<file path="config.mk">
export PLATFORM = sky130hd
export DESIGN_NAME = dcw_decoder
export DESIGN_NICKNAME = d
export VERILOG_FILES = /design/src/rtl/dcw_pkg.sv /design/src/rtl/dcw_axil_slave.sv /design/src/rtl/dcw_decoder.sv
export SDC_FILE = /design/constraint.sdc
export NUM_CORES = 1
export LEC_CHECK = 0
export BUFFER_PORTS_ARGS = -buffer_cell sky130_fd_sc_hd__buf_2
export CORE_MARGIN = 5
export CORE_UTILIZATION = 47
export DETAILED_ROUTE_END_ITERATION = 12
export PLACE_DENSITY = 0.74
export SYNTH_ARGS = -nofsm -noshare
export SYNTH_HDL_FRONTEND = slang
export SYNTH_SLANG_ARGS = --single-unit
</file>
<file path="constraint.sdc">
create_clock -name i_clk -period 4.05 [get_ports i_clk]
set_input_delay 0.81 -clock i_clk [delete_from_list [all_inputs] [get_ports i_clk]]
set_output_delay 0.81 -clock i_clk [all_outputs]
set_load 0.02 [all_outputs]
</file>
<file path="src/rtl/dcw_pkg.sv">
// package: register map, field positions and types of the command word decoder
package dcw_pkg;
   // ==========================================================
   // register byte offsets
   localparam logic [7:0] OFS_CMD_WORD   = 8'h00;
   localparam logic [7:0] OFS_CTRL       = 8'h04;
   localparam logic [7:0] OFS_CHANNELS   = 8'h08;
   localparam logic [7:0] OFS_REF_IN     = 8'h0c;
   localparam logic [7:0] OFS_PRE_RAMP   = 8'h10;
   localparam logic [7:0] OFS_STATUS     = 8'h14;
   // ==========================================================
   // reset values
   localparam logic [15:0] RST_CMD_WORD  = 16'h0000;
   localparam logic [15:0] RST_PRE_RAMP  = 16'h0000;
   // ==========================================================
   // state-machine profile fields
   localparam int SM_SWITCH_ON   = 0;
   localparam int SM_VOLTAGE     = 1;
   localparam int SM_QUICK_STOP  = 2;
   localparam int SM_ENABLE_OP   = 3;
   localparam int SM_FAULT_RST   = 7;
   localparam int SM_HALT        = 8;
   localparam logic [15:0] SM_RESERVED_MASK = 16'h0670;
   localparam logic [15:0] SM_ASSIGN_MASK   = 16'hf800;
   // ==========================================================
   // i/o profile fields
   localparam int IO_FWD_LEVEL   = 0;
   localparam int IO_RUN_AUTH    = 0;
   localparam int IO_FWD_EDGE    = 1;
   localparam logic [15:0] IO2_ASSIGN_MASK = 16'hfffe;
   localparam logic [15:0] IO3_ASSIGN_MASK = 16'hfffc;
   // ==========================================================
   // control register fields
   localparam int CTRL_MODE_LSB  = 0;
   localparam int CTRL_WIRE3     = 2;
   localparam int CTRL_CHAN_LSB  = 4;
   localparam int CTRL_NET_FIT   = 6;
   localparam int CTRL_STOP_LSB  = 8;

   typedef enum logic [1:0] {
      DCW_MODE_SEPARATE,
      DCW_MODE_NOT_SEPARATE,
      DCW_MODE_IO_PROFILE,
      DCW_MODE_SPARE
   } dcw_mode_t;

   typedef enum logic [1:0] {
      DCW_CH_TERMINAL,
      DCW_CH_DISPLAY,
      DCW_CH_SERIAL,
      DCW_CH_NETWORK
   } dcw_chan_t;

   typedef struct packed {
      logic       switch_on;
      logic       disable_voltage;
      logic       quick_stop;
      logic       enable_op;
      logic       fault_reset;
      logic       halt;
      logic [1:0] halt_stop_type;
      logic       fwd_run;
      logic       fwd_start;
      logic       io_stop;
      logic [15:0] assignable;
   } dcw_cmd_t;
endpackage : dcw_pkg

</file>
<file path="src/rtl/dcw_axil_slave.sv">
// file: axi4-lite register slave with one read and one write in flight
module dcw_axil_slave (
   input  wire logic        i_clk,          // system clock
   input  wire logic        i_rst_n,        // synchronised reset
   input  wire logic [7:0]  i_awaddr,       // write address
   input  wire logic        i_awvalid,      // write address valid
   output logic             o_awready,      // write address ready
   input  wire logic [31:0] i_wdata,        // write data
   input  wire logic [3:0]  i_wstrb,        // byte strobes
   input  wire logic        i_wvalid,       // write data valid
   output logic             o_wready,       // write data ready
   output logic [1:0]       o_bresp,        // write response
   output logic             o_bvalid,       // write response valid
   input  wire logic        i_bready,       // write response ready
   input  wire logic [7:0]  i_araddr,       // read address
   input  wire logic        i_arvalid,      // read address valid
   output logic             o_arready,      // read address ready
   output logic [31:0]      o_rdata,        // read data
   output logic [1:0]       o_rresp,        // read response
   output logic             o_rvalid,       // read valid
   input  wire logic        i_rready,       // read ready
   output logic             o_wr_en,        // one-cycle write pulse
   output logic [7:0]       o_wr_addr,      // write address
   output logic [31:0]      o_wr_data,      // write data
   output logic [3:0]       o_wr_strb,      // write strobes
   input  wire logic        i_wr_ok,        // write address is mapped
   output logic [7:0]       o_rd_addr,      // read address to decoder
   input  wire logic [31:0] i_rd_data,      // decoded read data
   input  wire logic        i_rd_ok         // read address is mapped
);
   logic        aw_hold, w_hold, next_aw_hold, next_w_hold;
   logic [7:0]  aw_q, next_aw_q;
   logic [31:0] w_q, next_w_q;
   logic [3:0]  s_q, next_s_q;
   logic        next_bvalid, next_rvalid;
   logic [1:0]  next_bresp, next_rresp;
   logic [31:0] next_rdata;
   logic        fire;

   // ==========================================================
   // write path
   assign o_awready = !aw_hold && !o_bvalid;
   assign o_wready  = !w_hold && !o_bvalid;
   assign fire      = (aw_hold || (i_awvalid && o_awready)) && (w_hold || (i_wvalid && o_wready));
   assign o_wr_addr = aw_hold ? aw_q : i_awaddr;
   assign o_wr_data = w_hold ? w_q : i_wdata;
   assign o_wr_strb = w_hold ? s_q : i_wstrb;
   assign o_wr_en   = fire;

   always_comb begin
      next_aw_hold = aw_hold;
      next_w_hold  = w_hold;
      next_aw_q    = aw_q;
      next_w_q     = w_q;
      next_s_q     = s_q;
      next_bvalid  = o_bvalid;
      next_bresp   = o_bresp;
      if (i_awvalid && o_awready) begin
         next_aw_hold = 1'b1;
         next_aw_q    = i_awaddr;
      end
      if (i_wvalid && o_wready) begin
         next_w_hold = 1'b1;
         next_w_q    = i_wdata;
         next_s_q    = i_wstrb;
      end
      if (fire) begin
         next_aw_hold = 1'b0;
         next_w_hold  = 1'b0;
         next_bvalid  = 1'b1;
         next_bresp   = i_wr_ok ? 2'h0 : 2'h2;
      end else if (o_bvalid && i_bready) begin
         next_bvalid = 1'b0;
      end
   end

   // ==========================================================
   // read path
   assign o_arready = !o_rvalid;
   assign o_rd_addr = i_araddr;

   always_comb begin
      next_rvalid = o_rvalid;
      next_rdata  = o_rdata;
      next_rresp  = o_rresp;
      if (i_arvalid && o_arready) begin
         next_rvalid = 1'b1;
         next_rdata  = i_rd_ok ? i_rd_data : 32'h0000_0000;
         next_rresp  = i_rd_ok ? 2'h0 : 2'h2;
      end else if (o_rvalid && i_rready) begin
         next_rvalid = 1'b0;
      end
   end

   always_ff @(posedge i_clk or negedge i_rst_n) begin
      if (!i_rst_n) begin
         aw_hold  <= 1'b0;
         w_hold   <= 1'b0;
         aw_q     <= 8'h00;
         w_q      <= 32'h0000_0000;
         s_q      <= 4'h0;
         o_bvalid <= 1'b0;
         o_bresp  <= 2'h0;
         o_rvalid <= 1'b0;
         o_rdata  <= 32'h0000_0000;
         o_rresp  <= 2'h0;
      end else begin
         aw_hold  <= next_aw_hold;
         w_hold   <= next_w_hold;
         aw_q     <= next_aw_q;
         w_q      <= next_w_q;
         s_q      <= next_s_q;
         o_bvalid <= next_bvalid;
         o_bresp  <= next_bresp;
         o_rvalid <= next_rvalid;
         o_rdata  <= next_rdata;
         o_rresp  <= next_rresp;
      end
   end
endmodule : dcw_axil_slave

</file>
<file path="src/rtl/dcw_decoder.sv">
// file: drive command word decoder top with axi4-lite register access
//
// Added by the designer: the address map and register access over AXI4-Lite.
module dcw_decoder (
   input  wire logic        i_clk,             // 25 mhz system clock
   input  wire logic        i_reset_n,         // async reset, active low
   input  wire logic [7:0]  i_awaddr,          // axi write address
   input  wire logic        i_awvalid,         // axi write address valid
   output logic             o_awready,         // axi write address ready
   input  wire logic [31:0] i_wdata,           // axi write data
   input  wire logic [3:0]  i_wstrb,           // axi write strobes
   input  wire logic        i_wvalid,          // axi write data valid
   output logic             o_wready,          // axi write data ready
   output logic [1:0]       o_bresp,           // axi write response
   output logic             o_bvalid,          // axi write response valid
   input  wire logic        i_bready,          // axi write response ready
   input  wire logic [7:0]  i_araddr,          // axi read address
   input  wire logic        i_arvalid,         // axi read address valid
   output logic             o_arready,         // axi read address ready
   output logic [31:0]      o_rdata,           // axi read data
   output logic [1:0]       o_rresp,           // axi read response
   output logic             o_rvalid,          // axi read valid
   input  wire logic        i_rready,          // axi read ready
   input  wire logic [15:0] i_ref_freq,        // signed reference from selected channel
   output dcw_pkg::dcw_cmd_t o_cmd,            // decoded commands
   output logic             o_io_mode,         // i/o profile layout in use
   output logic [1:0]       o_cmd_channel,     // active command channel code
   output logic [1:0]       o_ref_channel,     // active reference channel code
   output logic [15:0]      o_pre_ramp_ref     // signed pre-ramp reference
);
   // ==========================================================
   // reset release
   logic rst_meta, rst_n;
   always_ff @(posedge i_clk or negedge i_reset_n) begin
      if (!i_reset_n) begin
         rst_meta <= 1'b0;
         rst_n    <= 1'b0;
      end else begin
         rst_meta <= 1'b1;
         rst_n    <= rst_meta;
      end
   end

   // ==========================================================
   // bus slave
   logic        wr_en, wr_ok, rd_ok;
   logic [7:0]  wr_addr, rd_addr;
   logic [31:0] wr_data, rd_data;
   logic [3:0]  wr_strb;

   dcw_axil_slave u_bus (
      .i_clk     (i_clk),
      .i_rst_n   (rst_n),
      .i_awaddr  (i_awaddr),
      .i_awvalid (i_awvalid),
      .o_awready (o_awready),
      .i_wdata   (i_wdata),
      .i_wstrb   (i_wstrb),
      .i_wvalid  (i_wvalid),
      .o_wready  (o_wready),
      .o_bresp   (o_bresp),
      .o_bvalid  (o_bvalid),
      .i_bready  (i_bready),
      .i_araddr  (i_araddr),
      .i_arvalid (i_arvalid),
      .o_arready (o_arready),
      .o_rdata   (o_rdata),
      .o_rresp   (o_rresp),
      .o_rvalid  (o_rvalid),
      .i_rready  (i_rready),
      .o_wr_en   (wr_en),
      .o_wr_addr (wr_addr),
      .o_wr_data (wr_data),
      .o_wr_strb (wr_strb),
      .i_wr_ok   (wr_ok),
      .o_rd_addr (rd_addr),
      .i_rd_data (rd_data),
      .i_rd_ok   (rd_ok)
   );

   // ==========================================================
   // registers
   logic [15:0] cmd_word, next_cmd_word;
   logic [15:0] ctrl, next_ctrl;
   logic [15:0] pre_ramp, next_pre_ramp;
   logic        fault_pulse, next_fault_pulse;
   logic        fwd_pulse, next_fwd_pulse;
   logic        fault_seen, next_fault_seen;
   logic        start_seen, next_start_seen;
   logic [15:0] new_word;
   dcw_pkg::dcw_mode_t mode;
   logic [1:0]  chan_sel;
   logic        chan_active;
   logic        cmd_write;

   assign mode     = dcw_pkg::dcw_mode_t'(ctrl[dcw_pkg::CTRL_MODE_LSB +: 2]);
   // network code only stands when the plug-in module is fitted
   assign chan_sel = (ctrl[dcw_pkg::CTRL_CHAN_LSB +: 2] == dcw_pkg::DCW_CH_NETWORK
                      && !ctrl[dcw_pkg::CTRL_NET_FIT]) ? dcw_pkg::DCW_CH_TERMINAL
                     : ctrl[dcw_pkg::CTRL_CHAN_LSB +: 2];
   // the command word is written over the serial register bus
   assign chan_active = (chan_sel == dcw_pkg::DCW_CH_SERIAL);
   assign o_io_mode   = (mode == dcw_pkg::DCW_MODE_IO_PROFILE);
   assign wr_ok       = wr_addr == dcw_pkg::OFS_CMD_WORD || wr_addr == dcw_pkg::OFS_CTRL
                        || wr_addr == dcw_pkg::OFS_REF_IN;
   assign cmd_write   = wr_en && wr_addr == dcw_pkg::OFS_CMD_WORD;
   assign new_word    = {wr_strb[1] ? wr_data[15:8] : cmd_word[15:8],
                         wr_strb[0] ? wr_data[7:0]  : cmd_word[7:0]};

   always_comb begin
      next_cmd_word    = cmd_word;
      next_ctrl        = ctrl;
      next_pre_ramp    = i_ref_freq;
      next_fault_pulse = 1'b0;
      next_fwd_pulse   = 1'b0;
      next_fault_seen  = fault_seen;
      next_start_seen  = start_seen;
      if (cmd_write) begin
         next_cmd_word = new_word;
         // rising edges from stored versus incoming word
         next_fault_pulse = !o_io_mode && !cmd_word[dcw_pkg::SM_FAULT_RST]
                            && new_word[dcw_pkg::SM_FAULT_RST];
         next_fwd_pulse   = o_io_mode && ctrl[dcw_pkg::CTRL_WIRE3] && chan_active
                            && !cmd_word[dcw_pkg::IO_FWD_EDGE]
                            && new_word[dcw_pkg::IO_FWD_EDGE];
      end
      if (wr_en && wr_addr == dcw_pkg::OFS_CTRL) begin
         if (wr_strb[0]) next_ctrl[7:0] = wr_data[7:0];
         if (wr_strb[1]) next_ctrl[15:8] = wr_data[15:8];
      end
      // sticky event flags: a new event wins over the read that clears
      if (rd_addr == dcw_pkg::OFS_STATUS && i_arvalid && o_arready) begin
         next_fault_seen = 1'b0;
         next_start_seen = 1'b0;
      end
      if (next_fault_pulse) next_fault_seen = 1'b1;
      if (next_fwd_pulse) next_start_seen = 1'b1;
   end

   always_ff @(posedge i_clk or negedge rst_n) begin
      if (!rst_n) begin
         cmd_word    <= dcw_pkg::RST_CMD_WORD;
         ctrl        <= 16'h0000;
         pre_ramp    <= dcw_pkg::RST_PRE_RAMP;
         fault_pulse <= 1'b0;
         fwd_pulse   <= 1'b0;
         fault_seen  <= 1'b0;
         start_seen  <= 1'b0;
      end else begin
         cmd_word    <= next_cmd_word;
         ctrl        <= next_ctrl;
         pre_ramp    <= next_pre_ramp;
         fault_pulse <= next_fault_pulse;
         fwd_pulse   <= next_fwd_pulse;
         fault_seen  <= next_fault_seen;
         start_seen  <= next_start_seen;
      end
   end

   // ==========================================================
   // command decode
   dcw_pkg::dcw_cmd_t next_cmd;
   always_comb begin
      next_cmd = '0;
      next_cmd.halt_stop_type = ctrl[dcw_pkg::CTRL_STOP_LSB +: 2];
      if (!o_io_mode) begin
         next_cmd.switch_on       = cmd_word[dcw_pkg::SM_SWITCH_ON];
         next_cmd.disable_voltage = !cmd_word[dcw_pkg::SM_VOLTAGE];
         next_cmd.quick_stop      = !cmd_word[dcw_pkg::SM_QUICK_STOP];
         next_cmd.enable_op       = cmd_word[dcw_pkg::SM_ENABLE_OP];
         next_cmd.fault_reset     = fault_pulse;
         next_cmd.halt            = cmd_word[dcw_pkg::SM_HALT];
         // reserved bits ignored; writer keeps them zero
         next_cmd.assignable      = cmd_word & dcw_pkg::SM_ASSIGN_MASK;
      end else if (!ctrl[dcw_pkg::CTRL_WIRE3]) begin
         next_cmd.fwd_run    = chan_active && cmd_word[dcw_pkg::IO_FWD_LEVEL];
         next_cmd.assignable = cmd_word & dcw_pkg::IO2_ASSIGN_MASK;
      end else begin
         next_cmd.io_stop    = chan_active && !cmd_word[dcw_pkg::IO_RUN_AUTH];
         next_cmd.fwd_start  = fwd_pulse && cmd_word[dcw_pkg::IO_RUN_AUTH];
         // fixed bits masked out of the assignable set
         next_cmd.assignable = cmd_word & dcw_pkg::IO3_ASSIGN_MASK;
      end
   end

   always_ff @(posedge i_clk or negedge rst_n) begin
      if (!rst_n) begin
         o_cmd <= '0;
      end else begin
         o_cmd <= next_cmd;
      end
   end

   assign o_cmd_channel  = chan_sel;
   assign o_ref_channel  = chan_sel;
   assign o_pre_ramp_ref = pre_ramp;

   // ==========================================================
   // register read
   always_comb begin
      rd_ok   = 1'b1;
      rd_data = 32'h0000_0000;
      unique case (rd_addr)
         dcw_pkg::OFS_CMD_WORD: rd_data[15:0] = cmd_word;
         dcw_pkg::OFS_CTRL:     rd_data[15:0] = ctrl;
         dcw_pkg::OFS_CHANNELS: rd_data[3:0]  = {o_ref_channel, o_cmd_channel};
         dcw_pkg::OFS_REF_IN:   rd_data[15:0] = i_ref_freq;
         dcw_pkg::OFS_PRE_RAMP: rd_data[15:0] = pre_ramp;
         dcw_pkg::OFS_STATUS:   rd_data[2:0]  = {o_io_mode, start_seen, fault_seen};
         default:               rd_ok = 1'b0;
      endcase
   end

   // ==========================================================
   // checks
   a_fault_edge: assert property (@(posedge i_clk) disable iff (!rst_n)
      o_cmd.fault_reset |-> $past(fault_pulse) && !$past(o_io_mode))
      else $error("fault reset without bit 7 rise");

   a_fault_level: assert property (@(posedge i_clk) disable iff (!rst_n)
      o_cmd.fault_reset |=> !o_cmd.fault_reset)
      else $error("fault reset held longer than one cycle");

   a_sm_decode: assert property (@(posedge i_clk) disable iff (!rst_n)
      rst_n && !o_io_mode && $stable(o_io_mode) |=> o_cmd.switch_on == $past(cmd_word[0]))
      else $error("switch-on does not follow bit 0");

   a_sm_stops: assert property (@(posedge i_clk) disable iff (!rst_n)
      rst_n && !o_io_mode && $stable(o_io_mode) |=> o_cmd.quick_stop == !$past(cmd_word[2])
         && o_cmd.disable_voltage == !$past(cmd_word[1]))
      else $error("quick stop or voltage decode wrong");

   a_sm_run_halt: assert property (@(posedge i_clk) disable iff (!rst_n)
      rst_n && !o_io_mode && $stable(o_io_mode) |=> o_cmd.enable_op == $past(cmd_word[3])
         && o_cmd.halt == $past(cmd_word[8]))
      else $error("run or halt decode wrong");

   a_io_channel: assert property (@(posedge i_clk) disable iff (!rst_n)
      o_cmd.fwd_run |-> $past(chan_active) && $past(o_io_mode))
      else $error("forward run from inactive channel");

   a_wire3_start: assert property (@(posedge i_clk) disable iff (!rst_n)
      cmd_write && o_io_mode && ctrl[2] && chan_active && !cmd_word[1] && wr_data[1]
         && wr_strb[0] ##1 cmd_word[0] |=> o_cmd.fwd_start)
      else $error("forward edge missed");

   a_wire3_fixed: assert property (@(posedge i_clk) disable iff (!rst_n)
      o_io_mode && ctrl[2] |=> o_cmd.assignable[1:0] == 2'h0)
      else $error("fixed bits leaked into assignable set");

   a_ref_chan: assert property (@(posedge i_clk) disable iff (!rst_n)
      o_ref_channel == o_cmd_channel && (o_cmd_channel != 2'h3 || ctrl[6]))
      else $error("channel code mismatch");

   a_pre_ramp: assert property (@(posedge i_clk) disable iff (!rst_n)
      $past(rst_n) |-> o_pre_ramp_ref == $past(i_ref_freq))
      else $error("pre-ramp reference not tracking");

   a_two_wire_run: assert property (@(posedge i_clk) disable iff (!rst_n)
      o_io_mode && !ctrl[2] |=> o_cmd.fwd_run == ($past(chan_active) && $past(cmd_word[0])))
      else $error("two-wire run does not follow bit 0");

   a_wire3_stop: assert property (@(posedge i_clk) disable iff (!rst_n)
      o_io_mode && ctrl[2] |=> o_cmd.io_stop == ($past(chan_active) && !$past(cmd_word[0])))
      else $error("three-wire stop does not follow bit 0");

   a_start_auth: assert property (@(posedge i_clk) disable iff (!rst_n)
      o_cmd.fwd_start |-> $past(fwd_pulse) && $past(cmd_word[0]))
      else $error("forward start without run authorisation");

   a_fwd_rise: assert property (@(posedge i_clk) disable iff (!rst_n)
      fwd_pulse |-> $past(cmd_write) && !$past(cmd_word[1]) && cmd_word[1])
      else $error("forward pulse without bit 1 rise");

   a_fault_rise: assert property (@(posedge i_clk) disable iff (!rst_n)
      fault_pulse |-> $past(cmd_write) && !$past(cmd_word[7]) && cmd_word[7])
      else $error("fault pulse without bit 7 rise");

   a_flag_set: assert property (@(posedge i_clk) disable iff (!rst_n)
      (!fault_pulse || fault_seen) && (!fwd_pulse || start_seen))
      else $error("event flag lost to a clearing read");

   a_chan_select: assert property (@(posedge i_clk) disable iff (!rst_n)
      ctrl[6] || ctrl[5:4] != 2'h3 |-> o_cmd_channel == ctrl[5:4])
      else $error("channel code not passed through");

   a_sm_quiet: assert property (@(posedge i_clk) disable iff (!rst_n)
      !o_io_mode |=> !o_cmd.fwd_run && !o_cmd.io_stop && !o_cmd.fwd_start)
      else $error("i/o commands active in state-machine layout");
endmodule : dcw_decoder

</file>
After elaboration in Yosys (flattened, before gate mapping)

Cells that the tools add are included.

Flip-flop bits (word level): 147
Input bits: 75
Output and inout bits: 89

Equal/unequal tests: 10
Mux-type cells: 31
Reductions and logical operators: 49

Operator list:

| kind                                                             | number |
|---|---|
| 12-bit case mux with 4 select lines                              | 1 |
| 16-bit 2-to-1 mux                                                | 2 |
| 8-bit by 4-bit == test with 1-bit output (second input constant) | 3 |
| 1-bit logical AND                                                | 22 |
| 3-bit case mux with 6 select lines                               | 1 |
| 8-bit by 3-bit == test with 1-bit output (second input constant) | 2 |
| 8-bit by 5-bit == test with 1-bit output (second input constant) | 2 |
| 8-bit logical NOT                                                | 2 |
| 8-bit 2-to-1 mux                                                 | 2 |
| 1-bit 2-to-1 mux                                                 | 15 |
| 2-bit 2-to-1 mux                                                 | 6 |
| 2-bit nonzero test                                               | 6 |
| 11-bit 2-to-1 mux                                                | 1 |
| 1-bit logical NOT                                                | 10 |
| 2-bit AND reduction                                              | 4 |
| 2-bit == test (second input constant)                            | 3 |
| 6-bit 2-to-1 mux                                                 | 1 |
| 6-bit OR reduction                                               | 1 |
| 1-bit case mux with 5 select lines                               | 1 |
| 1-bit logical OR                                                 | 4 |
| 3-bit 2-to-1 mux                                                 | 1 |

Longest topological paths before layout

Word-level depth: 9
Mapped depth: 6
Mapped depth without buffers: 4

Modules after synthesis

A second synthesis with hierarchy kept.

Cells, all modules: 567
Area, all modules: 7,216.9 sq um

Modules (own cells, without submodules):

| module         | instances | cells each | area an instance (sq um) |
|---|---|---|---|
| dcw_axil_slave | 1         | 319        | 3,857.4 |
| dcw_decoder    | 1         | 248        | 3,359.5 |

Worst setup path after synthesis

OpenSTA, ideal clock, no wires.

Path kind: input to register
Start: in i_awaddr[4]
End: reg cmd_word[0]
Arrival: 2.306 ns
Required time: 3.925 ns
Path slack: 1.619 ns
Stages on the path: 4
Buffers on the path: 0
Path through: nor4_1 -> nand2_2 -> a2111oi_4 -> mux2_2

Word-level cells in the longest chain between the ends: 4

Ends and longest elaborated chain:

| element                              | line                 | text |
|---|---|---|
| from (decl)                          | dcw_decoder.sv:7     | `input wire logic [7:0] i_awaddr,` |
| 8-bit 2-to-1 mux                     | dcw_axil_slave.sv:45 | `assign o_wr_addr = aw_hold ? aw_q : i_awaddr;` |
| 8-bit logical NOT                    | dcw_decoder.sv:106   | `assign cmd_write = wr_en && wr_addr == dcw_pkg::OFS_CMD_WORD;` |
| 1-bit logical AND                    | dcw_decoder.sv:106   |  |
| 2-bit AND reduction (no source line) | --                   |  |
| to (signal assigned)                 | dcw_decoder.sv:142   | `cmd_word <= dcw_pkg::RST_CMD_WORD;` |
| to (signal assigned)                 | dcw_decoder.sv:150   | `cmd_word <= next_cmd_word;` |
| to (decl)                            | dcw_decoder.sv:83    | `logic [15:0] cmd_word, next_cmd_word;` |

Every way passes these cells.
A chain may end at the register's enable or synchronous reset.

Worst setup path after layout

Start: reg u_bus.w_hold
End: reg ctrl[10]

Word-level cells in the longest chain between the ends: 7
Elaborated cells on any way between the ends: 9
Those cells by class: mux: 2; reduce/logical: 7

Ends and longest elaborated chain:

| element                              | line                  | text |
|---|---|---|
| from (decl)                          | dcw_axil_slave.sv:31  | `logic aw_hold, w_hold, next_aw_hold, next_w_hold;` |
| from (signal assigned)               | dcw_axil_slave.sv:109 | `w_hold <= next_w_hold;` |
| 1-bit logical NOT                    | dcw_axil_slave.sv:43  | `assign o_wready = !w_hold && !o_bvalid;` |
| 1-bit logical AND                    | dcw_axil_slave.sv:43  |  |
| 1-bit logical AND                    | dcw_axil_slave.sv:44  | `assign fire = (aw_hold \|\| (i_awvalid && o_awready)) && (w_hold \|\| (i_wvalid && o_wready));` |
| 1-bit logical OR                     | dcw_axil_slave.sv:44  |  |
| 1-bit logical AND                    | dcw_axil_slave.sv:44  |  |
| 1-bit logical AND                    | dcw_decoder.sv:127    | `if (wr_en && wr_addr == dcw_pkg::OFS_CTRL) begin` |
| 2-bit AND reduction (no source line) | --                    |  |
| to (signal assigned)                 | dcw_decoder.sv:151    | `ctrl <= next_ctrl;` |
| to (decl)                            | dcw_decoder.sv:84     | `logic [15:0] ctrl, next_ctrl;` |

Parallel ways exist; a longest one is shown, timed or not.

==> out/metrics.cfg <==
[pwr]
pwr-share-seq_pct = 42.2
switchingPower_uw = 1130
intPower_uw = 2898
power_density_mw_per_mm2 = 586.7
combPwrFrac_pct = 18.4
switching_share_pct = 28.05
power.total_uw = 4027
p_leak_uw = 0.003304
ir_drop_v = 0.0003990
clkPwrFrac_pct = 39.4

[clock_tree]
cts_tree = built
clk_latency_ns = 0.42
cts.sinks = 128
cts_htree_levels = 4
hold_buffers = 0
clockBufferDepth = 2
clk_pin_slew_ns = 0.05
cts_resized = 0
post_cts_buffers = 0
numCtsBuffers = 17
clock_tree.root_cell = clkbuf_16

[yosys]
synth_area_leaders = dfrtp_1, mux2_2, a22oi_1, buf_4, a2111oi_4
syn_area_per_cell_um2 = 13.38
synthArstFlopShare_pct = 100.0
synthMuxAreaShare_pct = 18.25
synth_top_family_by_area = multiplexers
synth_area_leader_cell = dfrtp_1
ys_types = 49
syn-cell-area_mm2 = 0.005567
synth_compound_area_share_pct = 11.58
yosys.area_share.adder_pct = 0
yosys_warnings = 0
ys_seq_area_share_pct = 57.54
ys_seq_elements = 128
synth-edff-count = 0
synth_xor_area_share_pct = 0
synthFlopType = dfrtp_1
postSynthCellCount = 416
yosys.area_share.simple_pct = 7.889
synth.top_cell.area_share_pct = 57.54

[sta]
fin_crit_sh_pct = 70.12
max_clock_freq_mhz = 352.1
fin_skew_ns = 0.008120
finalHoldViolCount = 0
setup_viol = 0
slew_headroom_pct = 25.32
drv_slew = 0
period_needed_ns = 2.840
rsz0062_at_grt = false
worst_pin_slew_ns = 1.120
fin_setup_tns_ns = 0

[setup_path]
startpoint_type = flip-flop
critPathRequiredTime_ns = 4.35
cp_data_arrival_time_ns = 3.14
critPathCaptureType = flip-flop
setup.worst_path.class = flip-flop to flip-flop
crit_path_max_fanout = 23

[layout]
syn_to_final_growth_pct = 23.31
drive_above_1_share_pct = 45.05
fill_cells = 919
antenna_cells = 0
layout.cells.non_filler = 698
fin_nets = 617

[placement]
gp_congestion = 0.8323
dp_cells = 666
portBuffers = 126
dp_hpwl_um = 9317

[grt]
antenna_found_initial = 0
grt_pass1_vias = 4025
track_usage_pct = 19.92
grt_first_pass_wirelength_um = 21710
grt_max_degree = 82
grt-ovfl-total = 0

[route]
drt-initial-drc-count = 198
antenna_left = 0
wl_per_cell_um = 19.12
drcViolationCount = 0
num_vias = 3790
routed_wl_um = 13340
drt_pass1_iterations = 5
via_per_inst = 5.430

[floorplanning]
rows = 39
dieHeight_um = 118.8
die-area_mm2 = 0.01412
coreArea_mm2 = 0.01152
initial_core_util_pct = 48.34
die_w_um = 118.8
pin_count = 164

[outcome]
status = finished clean

[run]
cap_violations = 0

[min_path]
hold_path.class = input pin to asynchronous set/reset pin

==> cells by family after synthesis <==
kind of cell / Yosys count
AOI/OAI and AO/OA: 77
and+or+nand+nor: 77
DFF: 128
buffers and inverters: 45
muxes: 87
other: 2
==> worst max-delay path: stages, from the launching register on <==
cell and delay [ns]:
dfrtp_1 1.08, mux2i_1 0.36, a2111oi_4 0.86, mux2_2 0.42
==> stage by stage <==
stage / utilization, % / instance area (µm²) / hold WS, ns / setup WS, ns
final: 59.60 / 6864 / 0.1714 / 1.210
after global routing: 59.60 / 6864 / 0.1528 / 1.068
after CTS: 59.60 / 6864 / 0.1574 / 1.189
after detailed placement: 54.23 / 6245 / 0.3410 / 1.041
after global placement: 54.23 / 6245 / 0.3402 / 1.085
after floorplan: - / 5634 / 0.3312 / 0.2198
==> synth_stat cells (all sizes together), types with 2 or more instances <==
master / n
a21o: 3
nand3b: 2
o21a: 3
nand2b: 2
nor2: 15
nor4: 2
a2111oi: 4
o21ai: 16
mux2i: 8
conb: 2
nor3b: 2
o31ai: 2
buf: 26
a22o: 11
and3b: 2
nand2: 10
nor4b: 2
clkbuf: 16
nand3: 4
dfrtp: 128
mux2: 76
inv: 3
mux4: 3
a21oi: 3
nor2b: 12
nor3: 4
o41a: 2
and2: 14
a22oi: 26
==> area by class of cell <==
cell class | instances | area [µm²] | share of cell area, %
Multi-Input combinational cell | 261 | 2180 | 31.75
Clock buffer | 18 | 429.2 | 6.252
Sequential cell | 128 | 3207 | 46.72
Timing Repair Buffer | 131 | 668.1 | 9.734
Clock inverter | 14 | 190.2 | 2.771
Inverter | 3 | 11.26 | 0.1641
Tap cell | 143 | 178.9 | 2.607
==> final timing paths <==
path / start / endpoint / slack, ns / cells after the start
min in group i_clk: rst_meta$_DFF_PN0_ / rst_n$_DFF_PN0_ / 0.35 / 0
min reg2reg: rst_meta$_DFF_PN0_ / rst_n$_DFF_PN0_ / 0.35 / 0
max: u_bus.w_hold$_DFFE_PN0P_ / ctrl[10]$_DFFE_PN0P_ / 1.21 / 3
max in group asynchronous: rst_n$_DFF_PN0_ / u_bus.o_rdata[1]$_DFFE_PN0P_ / 2.60 / 1
min: i_reset_n / rst_n$_DFF_PN0_ / 0.17 / 1
max reg2reg: u_bus.w_hold$_DFFE_PN0P_ / ctrl[10]$_DFFE_PN0P_ / 1.21 / 3
==> per-layer routing <==
| metal | global-route usage, % | up-vias | routed length (µm) |
|---|---|---|---|
| met1 | 24.09 | 1895 | 5424 |
| met2 | 32.65 | 144 | 6857 |
| met4 | 7.603 | 0 | 180 |
| met5 | 0 | - | 0 |
| li1 | - | 1740 | - |
| met3 | 7.441 | 11 | 881 |
==> sequential cells by signal (all words and copies together) (netlist names), 2 cells and up <==
register,cells
u_bus.o_rdata,16
u_bus.s_q,2
o_pre_ramp_ref,16
u_bus.aw_q,8
o_cmd,26
ctrl,16
u_bus.w_q,16
cmd_word,16
==> placed cells by master (no fill, tap or decap), types with 3 or more instances in the layout <==
cell type	count
o21a_1	3
nor2b_1	12
buf_2	126
o21ai_0	16
mux2_2	75
and2_1	14
clkbuf_16	17
mux4_2	3
inv_1	3
a22o_1	11
a21o_1	3
mux2i_1	7
clkinv_2	4
a2111oi_4	4
conb_1	20
a21oi_1	3
nand3_1	3
dfrtp_1	127
bufinv_16	4
clkinv_4	3
nand2_1	9
buf_4	5
nor2_1	15
nor3_1	3
a22oi_1	26
==> power by group through the flow <==
stage               combinational, µW  clock, µW  sequential, µW
floorplan                         576          0            1680
global placement                  722          0            1700
detailed placement                743          0            1720
CTS                               749       1610            1700
global route                      808       1680            1730
finish                            742       1590            1700
Note: power is estimated with default switching activity, not from simulation.
